===== src/rtck_consts.vh =====
`ifndef RTCK_CONSTS_VH
`define RTCK_CONSTS_VH
// register index; byte address is four times the index
`define RTCK_IDX_SEC 4'h0
`define RTCK_IDX_MIN 4'h1
`define RTCK_IDX_HOUR 4'h2
`define RTCK_IDX_WDAY 4'h3
`define RTCK_IDX_MDAY 4'h4
`define RTCK_IDX_MON 4'h5
`define RTCK_IDX_YEAR 4'h6
`define RTCK_IDX_CTRL1 4'he
`define RTCK_IDX_CTRL2 4'hf
// implemented bits per counter
`define RTCK_MSK_SEC 8'h7f
`define RTCK_MSK_MIN 8'h7f
`define RTCK_MSK_HOUR 8'h3f
`define RTCK_MSK_WDAY 8'h07
`define RTCK_MSK_MDAY 8'h3f
`define RTCK_MSK_MON 8'h1f
`define RTCK_MSK_YEAR 8'hff
// control 1 fields
`define RTCK_C1_AAE 7
`define RTCK_C1_BAE 6
`define RTCK_C1_H24 5
`define RTCK_C1_CLK_OUT_ENABLE_N_B 4
// control 2 fields
`define RTCK_C2_SCR 7
`define RTCK_C2_SUPPLY_LOW_FLAG 6
`define RTCK_C2_OSC_HALT_FLAG 5
`define RTCK_C2_PON 4
`define RTCK_C2_CLK_OUT_ENABLE_N_A 3
`define RTCK_C2_PERIODIC_IRQ_FLAG 2
`define RTCK_C2_ALARM_A_FLAG 1
`define RTCK_C2_ALARM_B_FLAG 0
// periodic select codes
`define RTCK_PS_OFF 3'h0
`define RTCK_PS_LOW 3'h1
`define RTCK_PS_2HZ 3'h2
`define RTCK_PS_1HZ 3'h3
// reset values
`define RTCK_RST_TIME 8'h00
`define RTCK_RST_DATE 8'h01
// timing
`define RTCK_CLK_HZ 25000000
`define RTCK_ALARM_DLY_NS 15000
`define RTCK_HALT_NS 100000
// bus responses
`define RTCK_RESP_OK 2'h0
`define RTCK_RESP_ERR 2'h2
`endif


===== src/rtck_core.v =====
// Function
// - oscillator halt sets halt flag; only a written 0 clears it
// - power-on flag is 1 after power-up until host clears it
// - while power-on flag is 1, control bits held zero; interrupts stop
// - power-on flag cleared only by writing 0; writing 1 ignored
// - clock out follows oscillator when an enable_n is 0 and control pin high
// - periodic flag reads 1 exactly while periodic output is low
// - level mode: writing 0 to periodic flag releases output until next cycle
// - enabled alarm flag sets about 15 us after time match
// - writing 0 to alarm flag releases its output until next match
// - alarm flag reads 0 while its enable bit is 0
// - seconds and minutes count BCD 00..59 and carry on wrap
// - hours carry to day counters at 23->00 or PM11->AM12
// - any seconds write resets sub-second prescaler
// - weekday counts 0..6 on each day carry and wraps after 6
// - day of month wraps after month length, leap aware, carrying to month
// - month counts 1..12 and carries into year on wrap
// - calendar counters read in packed BCD
// - mode bit 0 selects 12-hour, 1 selects 24-hour; bit 5 is p.m.
// - level mode asserts once per selected interval until cleared
`include "rtck_consts.vh"
module rtck_core #(
  parameter AW = 8,
  parameter PW = 15
) (
  // clock and reset
  input wire aclk,
  input wire aresetn,
  // axi4-lite slave
  input wire [AW-1:0] s_axi_awaddr,
  input wire s_axi_awvalid,
  output reg s_axi_awready,
  input wire [31:0] s_axi_wdata,
  input wire [3:0] s_axi_wstrb,
  input wire s_axi_wvalid,
  output reg s_axi_wready,
  output reg [1:0] s_axi_bresp,
  output reg s_axi_bvalid,
  input wire s_axi_bready,
  input wire [AW-1:0] s_axi_araddr,
  input wire s_axi_arvalid,
  output reg s_axi_arready,
  output reg [31:0] s_axi_rdata,
  output reg [1:0] s_axi_rresp,
  output reg s_axi_rvalid,
  input wire s_axi_rready,
  // oscillator and pins
  input wire osc_clk_in,
  input wire clk_out_control_pin,
  input wire supply_low_in,
  input wire alarm_a_match,
  input wire alarm_b_match,
  output reg crystal_clock_out_pin,
  output reg irq_out_a_n,
  output reg irq_out_b_n
);
  localparam integer ALARM_DLY_CYC = (`RTCK_ALARM_DLY_NS * (`RTCK_CLK_HZ / 1000000)) / 1000;
  localparam integer HALT_CYC = (`RTCK_HALT_NS * (`RTCK_CLK_HZ / 1000000)) / 1000;

  function is_mapped;
    input [AW-1:0] a;
    begin
      is_mapped = (a[AW-1:6] == 0) && ((a[5:2] <= `RTCK_IDX_YEAR) ||
        (a[5:2] == `RTCK_IDX_CTRL1) || (a[5:2] == `RTCK_IDX_CTRL2));
    end
  endfunction

  function [7:0] bcd_inc;
    input [7:0] v;
    begin
      if (v[3:0] == 4'h9) begin
        bcd_inc = {v[7:4] + 4'h1, 4'h0};
      end else begin
        bcd_inc = v + 8'h01;
      end
    end
  endfunction

  function [7:0] month_len;
    input [7:0] mon;
    input [7:0] yr;
    reg leap;
    begin
      leap = yr[4] ? (yr[3:0] == 4'h2 || yr[3:0] == 4'h6) :
        (yr[3:0] == 4'h0 || yr[3:0] == 4'h4 || yr[3:0] == 4'h8);
      if (mon == 8'h02) begin
        month_len = leap ? 8'h29 : 8'h28;
      end else if (mon == 8'h04 || mon == 8'h06 || mon == 8'h09 || mon == 8'h11) begin
        month_len = 8'h30;
      end else begin
        month_len = 8'h31;
      end
    end
  endfunction

  // synchronisers
  reg osc_s1_q, osc_s2_q, osc_s3_q;
  reg clk_out_control_pin_s1_q, clk_out_control_pin_s2_q;
  reg vlow_s1_q, vlow_s2_q;
  // bus state
  reg [AW-1:0] awaddr_q;
  reg [7:0] wdata_q;
  reg wlane_q;
  // timekeeping
  reg [PW-1:0] presc_q;
  reg [11:0] halt_cnt_q;
  reg [7:0] sec_q, min_q, hour_q, wday_q, mday_q, mon_q, year_q;
  reg [7:0] ctrl1_q;
  reg scratch_q, clk_out_enable_n_a_q, pon_q, osc_halt_flag_q, supply_low_flag_q;
  reg per_low_q, alarm_a_q, alarm_b_q;
  reg am_a_q, am_b_q;
  reg [8:0] dly_a_q, dly_b_q;

  wire do_wr = ~s_axi_awready & ~s_axi_wready & ~s_axi_bvalid;
  wire wr_ok = do_wr & wlane_q & is_mapped(awaddr_q);
  wire [3:0] widx = awaddr_q[5:2];
  wire wr_sec = wr_ok & (widx == `RTCK_IDX_SEC);
  wire wr_c1 = wr_ok & (widx == `RTCK_IDX_CTRL1);
  wire wr_c2 = wr_ok & (widx == `RTCK_IDX_CTRL2);
  wire osc_rise = osc_s2_q & ~osc_s3_q;
  wire tick = osc_rise & (&presc_q) & ~wr_sec;
  wire h24 = ctrl1_q[`RTCK_C1_H24];
  wire [2:0] psel = ctrl1_q[2:0];
  wire c_min = tick & (sec_q == 8'h59);
  wire c_hour = c_min & (min_q == 8'h59);
  wire c_day = c_hour & (h24 ? (hour_q == 8'h23) : (hour_q == 8'h31));
  wire c_mon = c_day & (mday_q == month_len(mon_q, year_q));
  wire c_year = c_mon & (mon_q == 8'h12);
  wire halt_det = ~osc_rise & (halt_cnt_q == HALT_CYC[11:0] - 12'h001);
  wire clr_periodic_irq_flag = wr_c2 & ~wdata_q[`RTCK_C2_PERIODIC_IRQ_FLAG];
  wire clr_a = wr_c2 & ~wdata_q[`RTCK_C2_ALARM_A_FLAG];
  wire clr_b = wr_c2 & ~wdata_q[`RTCK_C2_ALARM_B_FLAG];

  reg [7:0] hour_nx;
  reg per_ev;
  always @* begin
    hour_nx = bcd_inc(hour_q);
    if (h24) begin
      if (hour_q == 8'h23) begin
        hour_nx = 8'h00;
      end
    end else begin
      case (hour_q)
        8'h11: hour_nx = 8'h32;
        8'h31: hour_nx = 8'h12;
        8'h12: hour_nx = 8'h01;
        8'h32: hour_nx = 8'h21;
        default: hour_nx = bcd_inc(hour_q);
      endcase
    end
    case (psel[1:0])
      2'h0: per_ev = tick;
      2'h1: per_ev = c_min;
      2'h2: per_ev = c_hour;
      default: per_ev = c_mon;
    endcase
  end

  always @(posedge aclk) begin
    if (!aresetn) begin
      osc_s1_q <= 1'b0;
      osc_s2_q <= 1'b0;
      osc_s3_q <= 1'b0;
      clk_out_control_pin_s1_q <= 1'b0;
      clk_out_control_pin_s2_q <= 1'b0;
      vlow_s1_q <= 1'b0;
      vlow_s2_q <= 1'b0;
    end else begin
      osc_s1_q <= osc_clk_in;
      osc_s2_q <= osc_s1_q;
      osc_s3_q <= osc_s2_q;
      clk_out_control_pin_s1_q <= clk_out_control_pin;
      clk_out_control_pin_s2_q <= clk_out_control_pin_s1_q;
      vlow_s1_q <= supply_low_in;
      vlow_s2_q <= vlow_s1_q;
    end
  end

  // axi4-lite slave: address and data taken in either order
  always @(posedge aclk) begin
    if (!aresetn) begin
      s_axi_awready <= 1'b1;
      s_axi_wready <= 1'b1;
      s_axi_bvalid <= 1'b0;
      s_axi_bresp <= `RTCK_RESP_OK;
      s_axi_arready <= 1'b1;
      s_axi_rvalid <= 1'b0;
      s_axi_rresp <= `RTCK_RESP_OK;
      s_axi_rdata <= 32'h0;
      awaddr_q <= {AW{1'b0}};
      wdata_q <= 8'h00;
      wlane_q <= 1'b0;
    end else begin
      if (s_axi_awvalid && s_axi_awready) begin
        s_axi_awready <= 1'b0;
        awaddr_q <= s_axi_awaddr;
      end
      if (s_axi_wvalid && s_axi_wready) begin
        s_axi_wready <= 1'b0;
        wdata_q <= s_axi_wdata[7:0];
        wlane_q <= s_axi_wstrb[0];
      end
      if (do_wr) begin
        s_axi_awready <= 1'b1;
        s_axi_wready <= 1'b1;
        s_axi_bvalid <= 1'b1;
        s_axi_bresp <= is_mapped(awaddr_q) ? `RTCK_RESP_OK : `RTCK_RESP_ERR;
      end else if (s_axi_bvalid && s_axi_bready) begin
        s_axi_bvalid <= 1'b0;
      end
      if (s_axi_arvalid && s_axi_arready) begin
        s_axi_arready <= 1'b0;
        s_axi_rvalid <= 1'b1;
        s_axi_rresp <= is_mapped(s_axi_araddr) ? `RTCK_RESP_OK : `RTCK_RESP_ERR;
        case (is_mapped(s_axi_araddr) ? s_axi_araddr[5:2] : 4'h7)
          `RTCK_IDX_SEC: s_axi_rdata <= {24'h0, sec_q};
          `RTCK_IDX_MIN: s_axi_rdata <= {24'h0, min_q};
          `RTCK_IDX_HOUR: s_axi_rdata <= {24'h0, hour_q};
          `RTCK_IDX_WDAY: s_axi_rdata <= {24'h0, wday_q};
          `RTCK_IDX_MDAY: s_axi_rdata <= {24'h0, mday_q};
          `RTCK_IDX_MON: s_axi_rdata <= {24'h0, mon_q};
          `RTCK_IDX_YEAR: s_axi_rdata <= {24'h0, year_q};
          `RTCK_IDX_CTRL1: s_axi_rdata <= {24'h0, ctrl1_q};
          `RTCK_IDX_CTRL2: s_axi_rdata <= {24'h0, scratch_q, supply_low_flag_q, osc_halt_flag_q, pon_q,
            clk_out_enable_n_a_q, per_low_q, alarm_a_q, alarm_b_q};
          default: s_axi_rdata <= 32'h0;
        endcase
      end else if (s_axi_rvalid && s_axi_rready) begin
        s_axi_rvalid <= 1'b0;
        s_axi_arready <= 1'b1;
      end
    end
  end

  // prescaler and halt watchdog
  always @(posedge aclk) begin
    if (!aresetn) begin
      presc_q <= {PW{1'b0}};
      halt_cnt_q <= 12'h000;
    end else begin
      if (wr_sec) begin
        presc_q <= {PW{1'b0}};
      end else if (osc_rise) begin
        presc_q <= presc_q + {{(PW-1){1'b0}}, 1'b1};
      end
      if (osc_rise) begin
        halt_cnt_q <= 12'h000;
      end else if (halt_cnt_q != HALT_CYC[11:0]) begin
        halt_cnt_q <= halt_cnt_q + 12'h001;
      end
    end
  end

  // time and calendar counters; a host write wins over a carry
  always @(posedge aclk) begin
    if (!aresetn) begin
      sec_q <= `RTCK_RST_TIME;
      min_q <= `RTCK_RST_TIME;
      hour_q <= `RTCK_RST_TIME;
      wday_q <= `RTCK_RST_TIME;
      mday_q <= `RTCK_RST_DATE;
      mon_q <= `RTCK_RST_DATE;
      year_q <= `RTCK_RST_TIME;
    end else begin
      if (wr_sec) begin
        sec_q <= wdata_q & `RTCK_MSK_SEC;
      end else if (tick) begin
        sec_q <= c_min ? 8'h00 : bcd_inc(sec_q);
      end
      if (wr_ok && widx == `RTCK_IDX_MIN) begin
        min_q <= wdata_q & `RTCK_MSK_MIN;
      end else if (c_min) begin
        min_q <= c_hour ? 8'h00 : bcd_inc(min_q);
      end
      if (wr_ok && widx == `RTCK_IDX_HOUR) begin
        hour_q <= wdata_q & `RTCK_MSK_HOUR;
      end else if (c_hour) begin
        hour_q <= hour_nx;
      end
      if (wr_ok && widx == `RTCK_IDX_WDAY) begin
        wday_q <= wdata_q & `RTCK_MSK_WDAY;
      end else if (c_day) begin
        wday_q <= (wday_q >= 8'h06) ? 8'h00 : wday_q + 8'h01;
      end
      if (wr_ok && widx == `RTCK_IDX_MDAY) begin
        mday_q <= wdata_q & `RTCK_MSK_MDAY;
      end else if (c_day) begin
        mday_q <= c_mon ? 8'h01 : bcd_inc(mday_q);
      end
      if (wr_ok && widx == `RTCK_IDX_MON) begin
        mon_q <= wdata_q & `RTCK_MSK_MON;
      end else if (c_mon) begin
        mon_q <= c_year ? 8'h01 : bcd_inc(mon_q);
      end
      if (wr_ok && widx == `RTCK_IDX_YEAR) begin
        year_q <= wdata_q & `RTCK_MSK_YEAR;
      end else if (c_year) begin
        year_q <= (year_q == 8'h99) ? 8'h00 : bcd_inc(year_q);
      end
    end
  end

  // status and control; hardware set wins over a written clear
  always @(posedge aclk) begin
    if (!aresetn) begin
      pon_q <= 1'b1;
      osc_halt_flag_q <= 1'b1;
      supply_low_flag_q <= 1'b1;
      ctrl1_q <= 8'h00;
      scratch_q <= 1'b0;
      clk_out_enable_n_a_q <= 1'b0;
      per_low_q <= 1'b0;
      alarm_a_q <= 1'b0;
      alarm_b_q <= 1'b0;
      am_a_q <= 1'b0;
      am_b_q <= 1'b0;
      dly_a_q <= 9'h000;
      dly_b_q <= 9'h000;
    end else begin
      pon_q <= pon_q & ~(wr_c2 & ~wdata_q[`RTCK_C2_PON]);
      osc_halt_flag_q <= (osc_halt_flag_q & ~(wr_c2 & ~wdata_q[`RTCK_C2_OSC_HALT_FLAG])) | halt_det;
      supply_low_flag_q <= (supply_low_flag_q & ~(wr_c2 & ~wdata_q[`RTCK_C2_SUPPLY_LOW_FLAG])) | vlow_s2_q;
      am_a_q <= alarm_a_match;
      am_b_q <= alarm_b_match;
      // match edge starts the settling delay
      if (alarm_a_match && !am_a_q) begin
        dly_a_q <= ALARM_DLY_CYC[8:0];
      end else if (dly_a_q != 9'h000) begin
        dly_a_q <= dly_a_q - 9'h001;
      end
      if (alarm_b_match && !am_b_q) begin
        dly_b_q <= ALARM_DLY_CYC[8:0];
      end else if (dly_b_q != 9'h000) begin
        dly_b_q <= dly_b_q - 9'h001;
      end
      if (pon_q) begin
        ctrl1_q <= 8'h00;
        scratch_q <= 1'b0;
        clk_out_enable_n_a_q <= 1'b0;
        per_low_q <= 1'b0;
        alarm_a_q <= 1'b0;
        alarm_b_q <= 1'b0;
      end else begin
        if (wr_c1) begin
          ctrl1_q <= wdata_q;
        end
        if (wr_c2) begin
          scratch_q <= wdata_q[`RTCK_C2_SCR];
          clk_out_enable_n_a_q <= wdata_q[`RTCK_C2_CLK_OUT_ENABLE_N_A];
        end
        case (psel)
          `RTCK_PS_OFF: per_low_q <= 1'b0;
          `RTCK_PS_LOW: per_low_q <= 1'b1;
          `RTCK_PS_2HZ: per_low_q <= ~presc_q[PW-2];
          `RTCK_PS_1HZ: per_low_q <= ~presc_q[PW-1];
          default: per_low_q <= (per_low_q & ~clr_periodic_irq_flag) | per_ev;
        endcase
        alarm_a_q <= ctrl1_q[`RTCK_C1_AAE] &
          ((alarm_a_q & ~clr_a) | (dly_a_q == 9'h001));
        alarm_b_q <= ctrl1_q[`RTCK_C1_BAE] &
          ((alarm_b_q & ~clr_b) | (dly_b_q == 9'h001));
      end
    end
  end

  // pin outputs
  always @(posedge aclk) begin
    if (!aresetn) begin
      crystal_clock_out_pin <= 1'b0;
      irq_out_a_n <= 1'b1;
      irq_out_b_n <= 1'b1;
    end else begin
      crystal_clock_out_pin <= osc_s2_q & clk_out_control_pin_s2_q &
        ~(clk_out_enable_n_a_q & ctrl1_q[`RTCK_C1_CLK_OUT_ENABLE_N_B]);
      irq_out_a_n <= ~(per_low_q | alarm_a_q);
      irq_out_b_n <= ~alarm_b_q;
    end
  end
endmodule // rtck_core


===== config.mk =====
export PLATFORM = sky130hd
export DESIGN_NAME = rtck_core
export DESIGN_NICKNAME = d
export VERILOG_FILES = /design/src/rtck_core.v
export VERILOG_INCLUDE_DIRS = /design/src
export SDC_FILE = /design/constraint.sdc
export NUM_CORES = 1
export LEC_CHECK = 0
export BUFFER_PORTS_ARGS = -buffer_cell sky130_fd_sc_hd__buf_2
export CAP_MARGIN = 0
export CORE_MARGIN = 3
export CORE_UTILIZATION = 48
export CTS_BUF_LIST = sky130_fd_sc_hd__clkbuf_16
export CTS_CLUSTER_DIAMETER = 120
export CTS_CLUSTER_SIZE = 12
export DETAILED_ROUTE_END_ITERATION = 8
export GPL_ROUTABILITY_DRIVEN = 0
export PLACE_DENSITY_LB_ADDON = 0.15
export SLEW_MARGIN = 0
export SYNTH_ARGS = -nofsm -noshare
export SYNTH_HDL_FRONTEND = slang
export SYNTH_SLANG_ARGS = --single-unit

===== constraint.sdc =====
create_clock -name aclk -period 3.4 [get_ports aclk]
set_input_delay 1.02 -clock aclk [delete_from_list [all_inputs] [get_ports aclk]]
set_output_delay 1.02 -clock aclk [all_outputs]
set_load 0.05 [all_outputs]

==> run metrics <==
vias in the first global route 7,153; Achievable Freq 329.5 MHz; Final Max Tran Viols 0; FFs w/ async S/R, synth 0; Synth Register Bits 159; worst path required time 3.76 ns; CORE AREA 17,480 um^2; Comb power frac 0.091; Area growth syn-to-layout 10.73%; initial drt markers 862; post-layout util 0.5480; Critical path origin hour_q[4]$_SDFFE_PN0P_; Initial Utilization 0.4948; Psw 1.193 mW; P per Cell Area 454.0 nW/um^2; Internal 3.155 mW; post-route setup TNS 0 ns; postcts setup bufs 0; Clk pwr share 0.449; Antenna Violating Nets Remaining 0; Final Critical Period 3.035 ns; clk sinks 159; n_diodes 0; outcome completed; Post-CTS Hold Fix Bufs 0; final wirelength 23.64 mm; vias 8,030; GRT Total Usage 0.2376; RSZ-0062 raised after global routing false; Clock transition at path regs 0.07 ns; HP Class flip-flop to flip-flop; CTS H-tree lvls 4; post-synth cell types 69; most common cell after layout, fill and taps aside dfxtp_1; pin count of the biggest net entering global routing 59; Seq/Total Area, Yosys 0.3681; Yosys Warn Count 0; CP Capture Type flip-flop; worst skew pair latency 0.43 ns; drt wl/cell 17.44 um; die width 140.2 um; R2R Path Start hour_q[4]$_SDFFE_PN0P_; endpoints failing setup 0; TritonCTS Buffers 17; MaxCap Viol Count 0; CP Launch Type flip-flop; Syn Inst Count 1,093; Worst R2R End year_q[6]$_SDFFE_PN0P_; I/O Buffers 50; worst reg2reg path depth 8; path type of the worst setup path flip-flop to flip-flop; actual slew at the worst max-slew pin 0.7017 ns; DRC viols 0; switching part of the total power 0.2744; share of layout cells above drive strength 1 0.09195; Synth Flop Type dfxtp_1; Post-Route Skew 0.009726 ns; Mean Syn Cell Area 7.912 um^2; DR pass1 iterations 7; IR drop worst, VDD 0.3492 mV; Slew HR 0.5315; nets 1,210; Post-Synthesis Cell Area 8648 um^2; Die Y 140.2 um; vias per cell 5.922; remaining global-route overflow 0; final hold vios 0; FP Rows 48; DP HPWL 16.65 mm; TritonCTS clock tree yes; WP data arrival 3.39 ns; Pleak 3.627 nW; Critical Path End year_q[6]$_SDFFE_PN0P_; CTS resizes 0; Tcrit/Tclk final 0.8926; most frequent cells in the layout dfxtp_1 (159), nor2_1 (108), nand2_1 (108); fillers 1,697; EDFF count, synth 0; clock root cell clkbuf_16; CP Max Fanout 7; antenna violations before repair 0; sequential share of power 0.460; first-pass GRT wire length 37.74 mm; Clock Path Buffers 2; setup slack, reg-to-reg 0.36 ns; die area 19,660 um^2; I/O Pins 108
## cell usage after synthesis, drive strengths merged, types with 4 or more instances
library cell | instances | area, um^2
nand3b | 8 | 60.06
clkbuf | 46 | 172.7
nand4 | 17 | 106.4
nand2 | 109 | 416.7
a221oi | 8 | 70.07
a21boi | 9 | 67.56
a211oi | 12 | 90.09
nand3 | 54 | 270.3
and3b | 5 | 43.79
buf | 37 | 242.7
nor3b | 7 | 52.55
and3 | 16 | 100.1
inv | 28 | 105.1
a41oi | 4 | 35.03
xnor2 | 23 | 201.4
mux2i | 17 | 170.2
and4 | 7 | 61.31
o21ai | 79 | 395.4
ha | 28 | 350.3
and2 | 18 | 115.1
a222oi | 6 | 60.06
xor2 | 18 | 157.7
nor3 | 36 | 180.2
o211ai | 7 | 52.55
a21oi | 84 | 420.4
a22oi | 6 | 45.04
dfxtp | 159 | 3183
nor4 | 8 | 50.05
nor2 | 108 | 405.4
nand2b | 16 | 100.1
o31ai | 4 | 30.03
or3 | 9 | 56.30
or4 | 4 | 30.03
a31oi | 29 | 181.4
nor2b | 13 | 81.33
a22o | 7 | 61.31
o21a | 4 | 30.03
## stage by stage
stage / hold WS [ns] / std cells / setup slack, ns / area [um^2] / total power [mW]
after floorplan: 0.3678 / 1118 / 0.8283 / 8742 / 2.353
after global placement: 0.4077 / 1324 / 0.4068 / 8976 / 2.429
after detailed placement: 0.4040 / 1324 / 0.4413 / 8976 / 2.432
after CTS: 0.4185 / 1356 / 0.4210 / 9577 / 4.389
after global routing: 0.4405 / 1356 / 0.1936 / 9577 / 4.513
final: 0.4141 / 1356 / 0.3650 / 9577 / 4.348
## layout make-up
class	count	area [um^2]	area share
repair buffers	64	367.9	0.03841
well taps	225	281.5	0.02940
multi-input cells	848	5039	0.5261
clock inverters	15	175.2	0.01829
clock buffers	17	425.4	0.04442
flip-flops and latches	159	3183	0.3324
inverters	28	105.1	0.01097
## worst min-delay path by stage
stage | from | to | slack (ns) | depth (start not counted)
2_1_floorplan | alarm_b_q$_SDFF_PP0_ | irq_out_b_n$_SDFF_PN1_ | 0.37 | 1
3_3_place_gp | vlow_s2_q$_SDFF_PN0_ | supply_low_flag_q$_SDFF_PN1_ | 0.41 | 1
3_5_place_dp | vlow_s2_q$_SDFF_PN0_ | supply_low_flag_q$_SDFF_PN1_ | 0.40 | 1
4_1_cts | alarm_b_q$_SDFF_PP0_ | irq_out_b_n$_SDFF_PN1_ | 0.42 | 1
5_1_grt | alarm_b_q$_SDFF_PP0_ | irq_out_b_n$_SDFF_PN1_ | 0.44 | 1
6_report | vlow_s2_q$_SDFF_PN0_ | supply_low_flag_q$_SDFF_PN1_ | 0.41 | 1
## critical path, cell delays in order (launching register included)
cell and delay, ns:
dfxtp_1 0.48, ha_1 0.27, or3b_1 0.36, a2111o_1 0.45, nor4b_2 0.41, and2_4 0.28
nand2_4 0.08, or4_1 0.48, a31oi_1 0.16
## power groups by stage
| stage | combinational [mW] | clock [mW] | sequential, mW |
|---|---|---|---|
| CTS | 0.398 | 2.00 | 2.00 |
| global placement | 0.393 | 0 | 2.04 |
| global route | 0.438 | 2.07 | 2.01 |
| finish | 0.397 | 1.95 | 2.00 |
| floorplan | 0.306 | 0 | 2.05 |
| detailed placement | 0.395 | 0 | 2.04 |
## cells by family after synthesis
kind of cell,Yosys count,synth area share
and+or+nand+nor,446,0.2593
AOI/OAI and AO/OA,288,0.2078
DFF,159,0.3681
buffers and inverters,111,0.06019
xor gates and xnor gates,41,0.04152
adders and majority gates,28,0.04051
muxes,19,0.02228
other,1,0.0004336
## routing by layer
layer | global-route usage | up-vias | routed length, um
met5 | 0 | - | 0
met4 | 0.08465 | 0 | 644
li1 | - | 3966 | -
met1 | 0.3389 | 3702 | 10990
met2 | 0.3569 | 314 | 10200
met3 | 0.04814 | 48 | 1801
## flip-flops by register name, summed over array words and instances, names as in the netlist, 6 cells and up
register	cells
dly_a_q	9
dly_b_q	9
hour_q	8
ctrl1_q	8
s_axi_rdata	8
halt_cnt_q	12
sec_q	8
wday_q	8
year_q	8
mday_q	8
presc_q	15
min_q	8
wdata_q	8
mon_q	8
awaddr_q	6
Power figures use the tool's default switching activity.
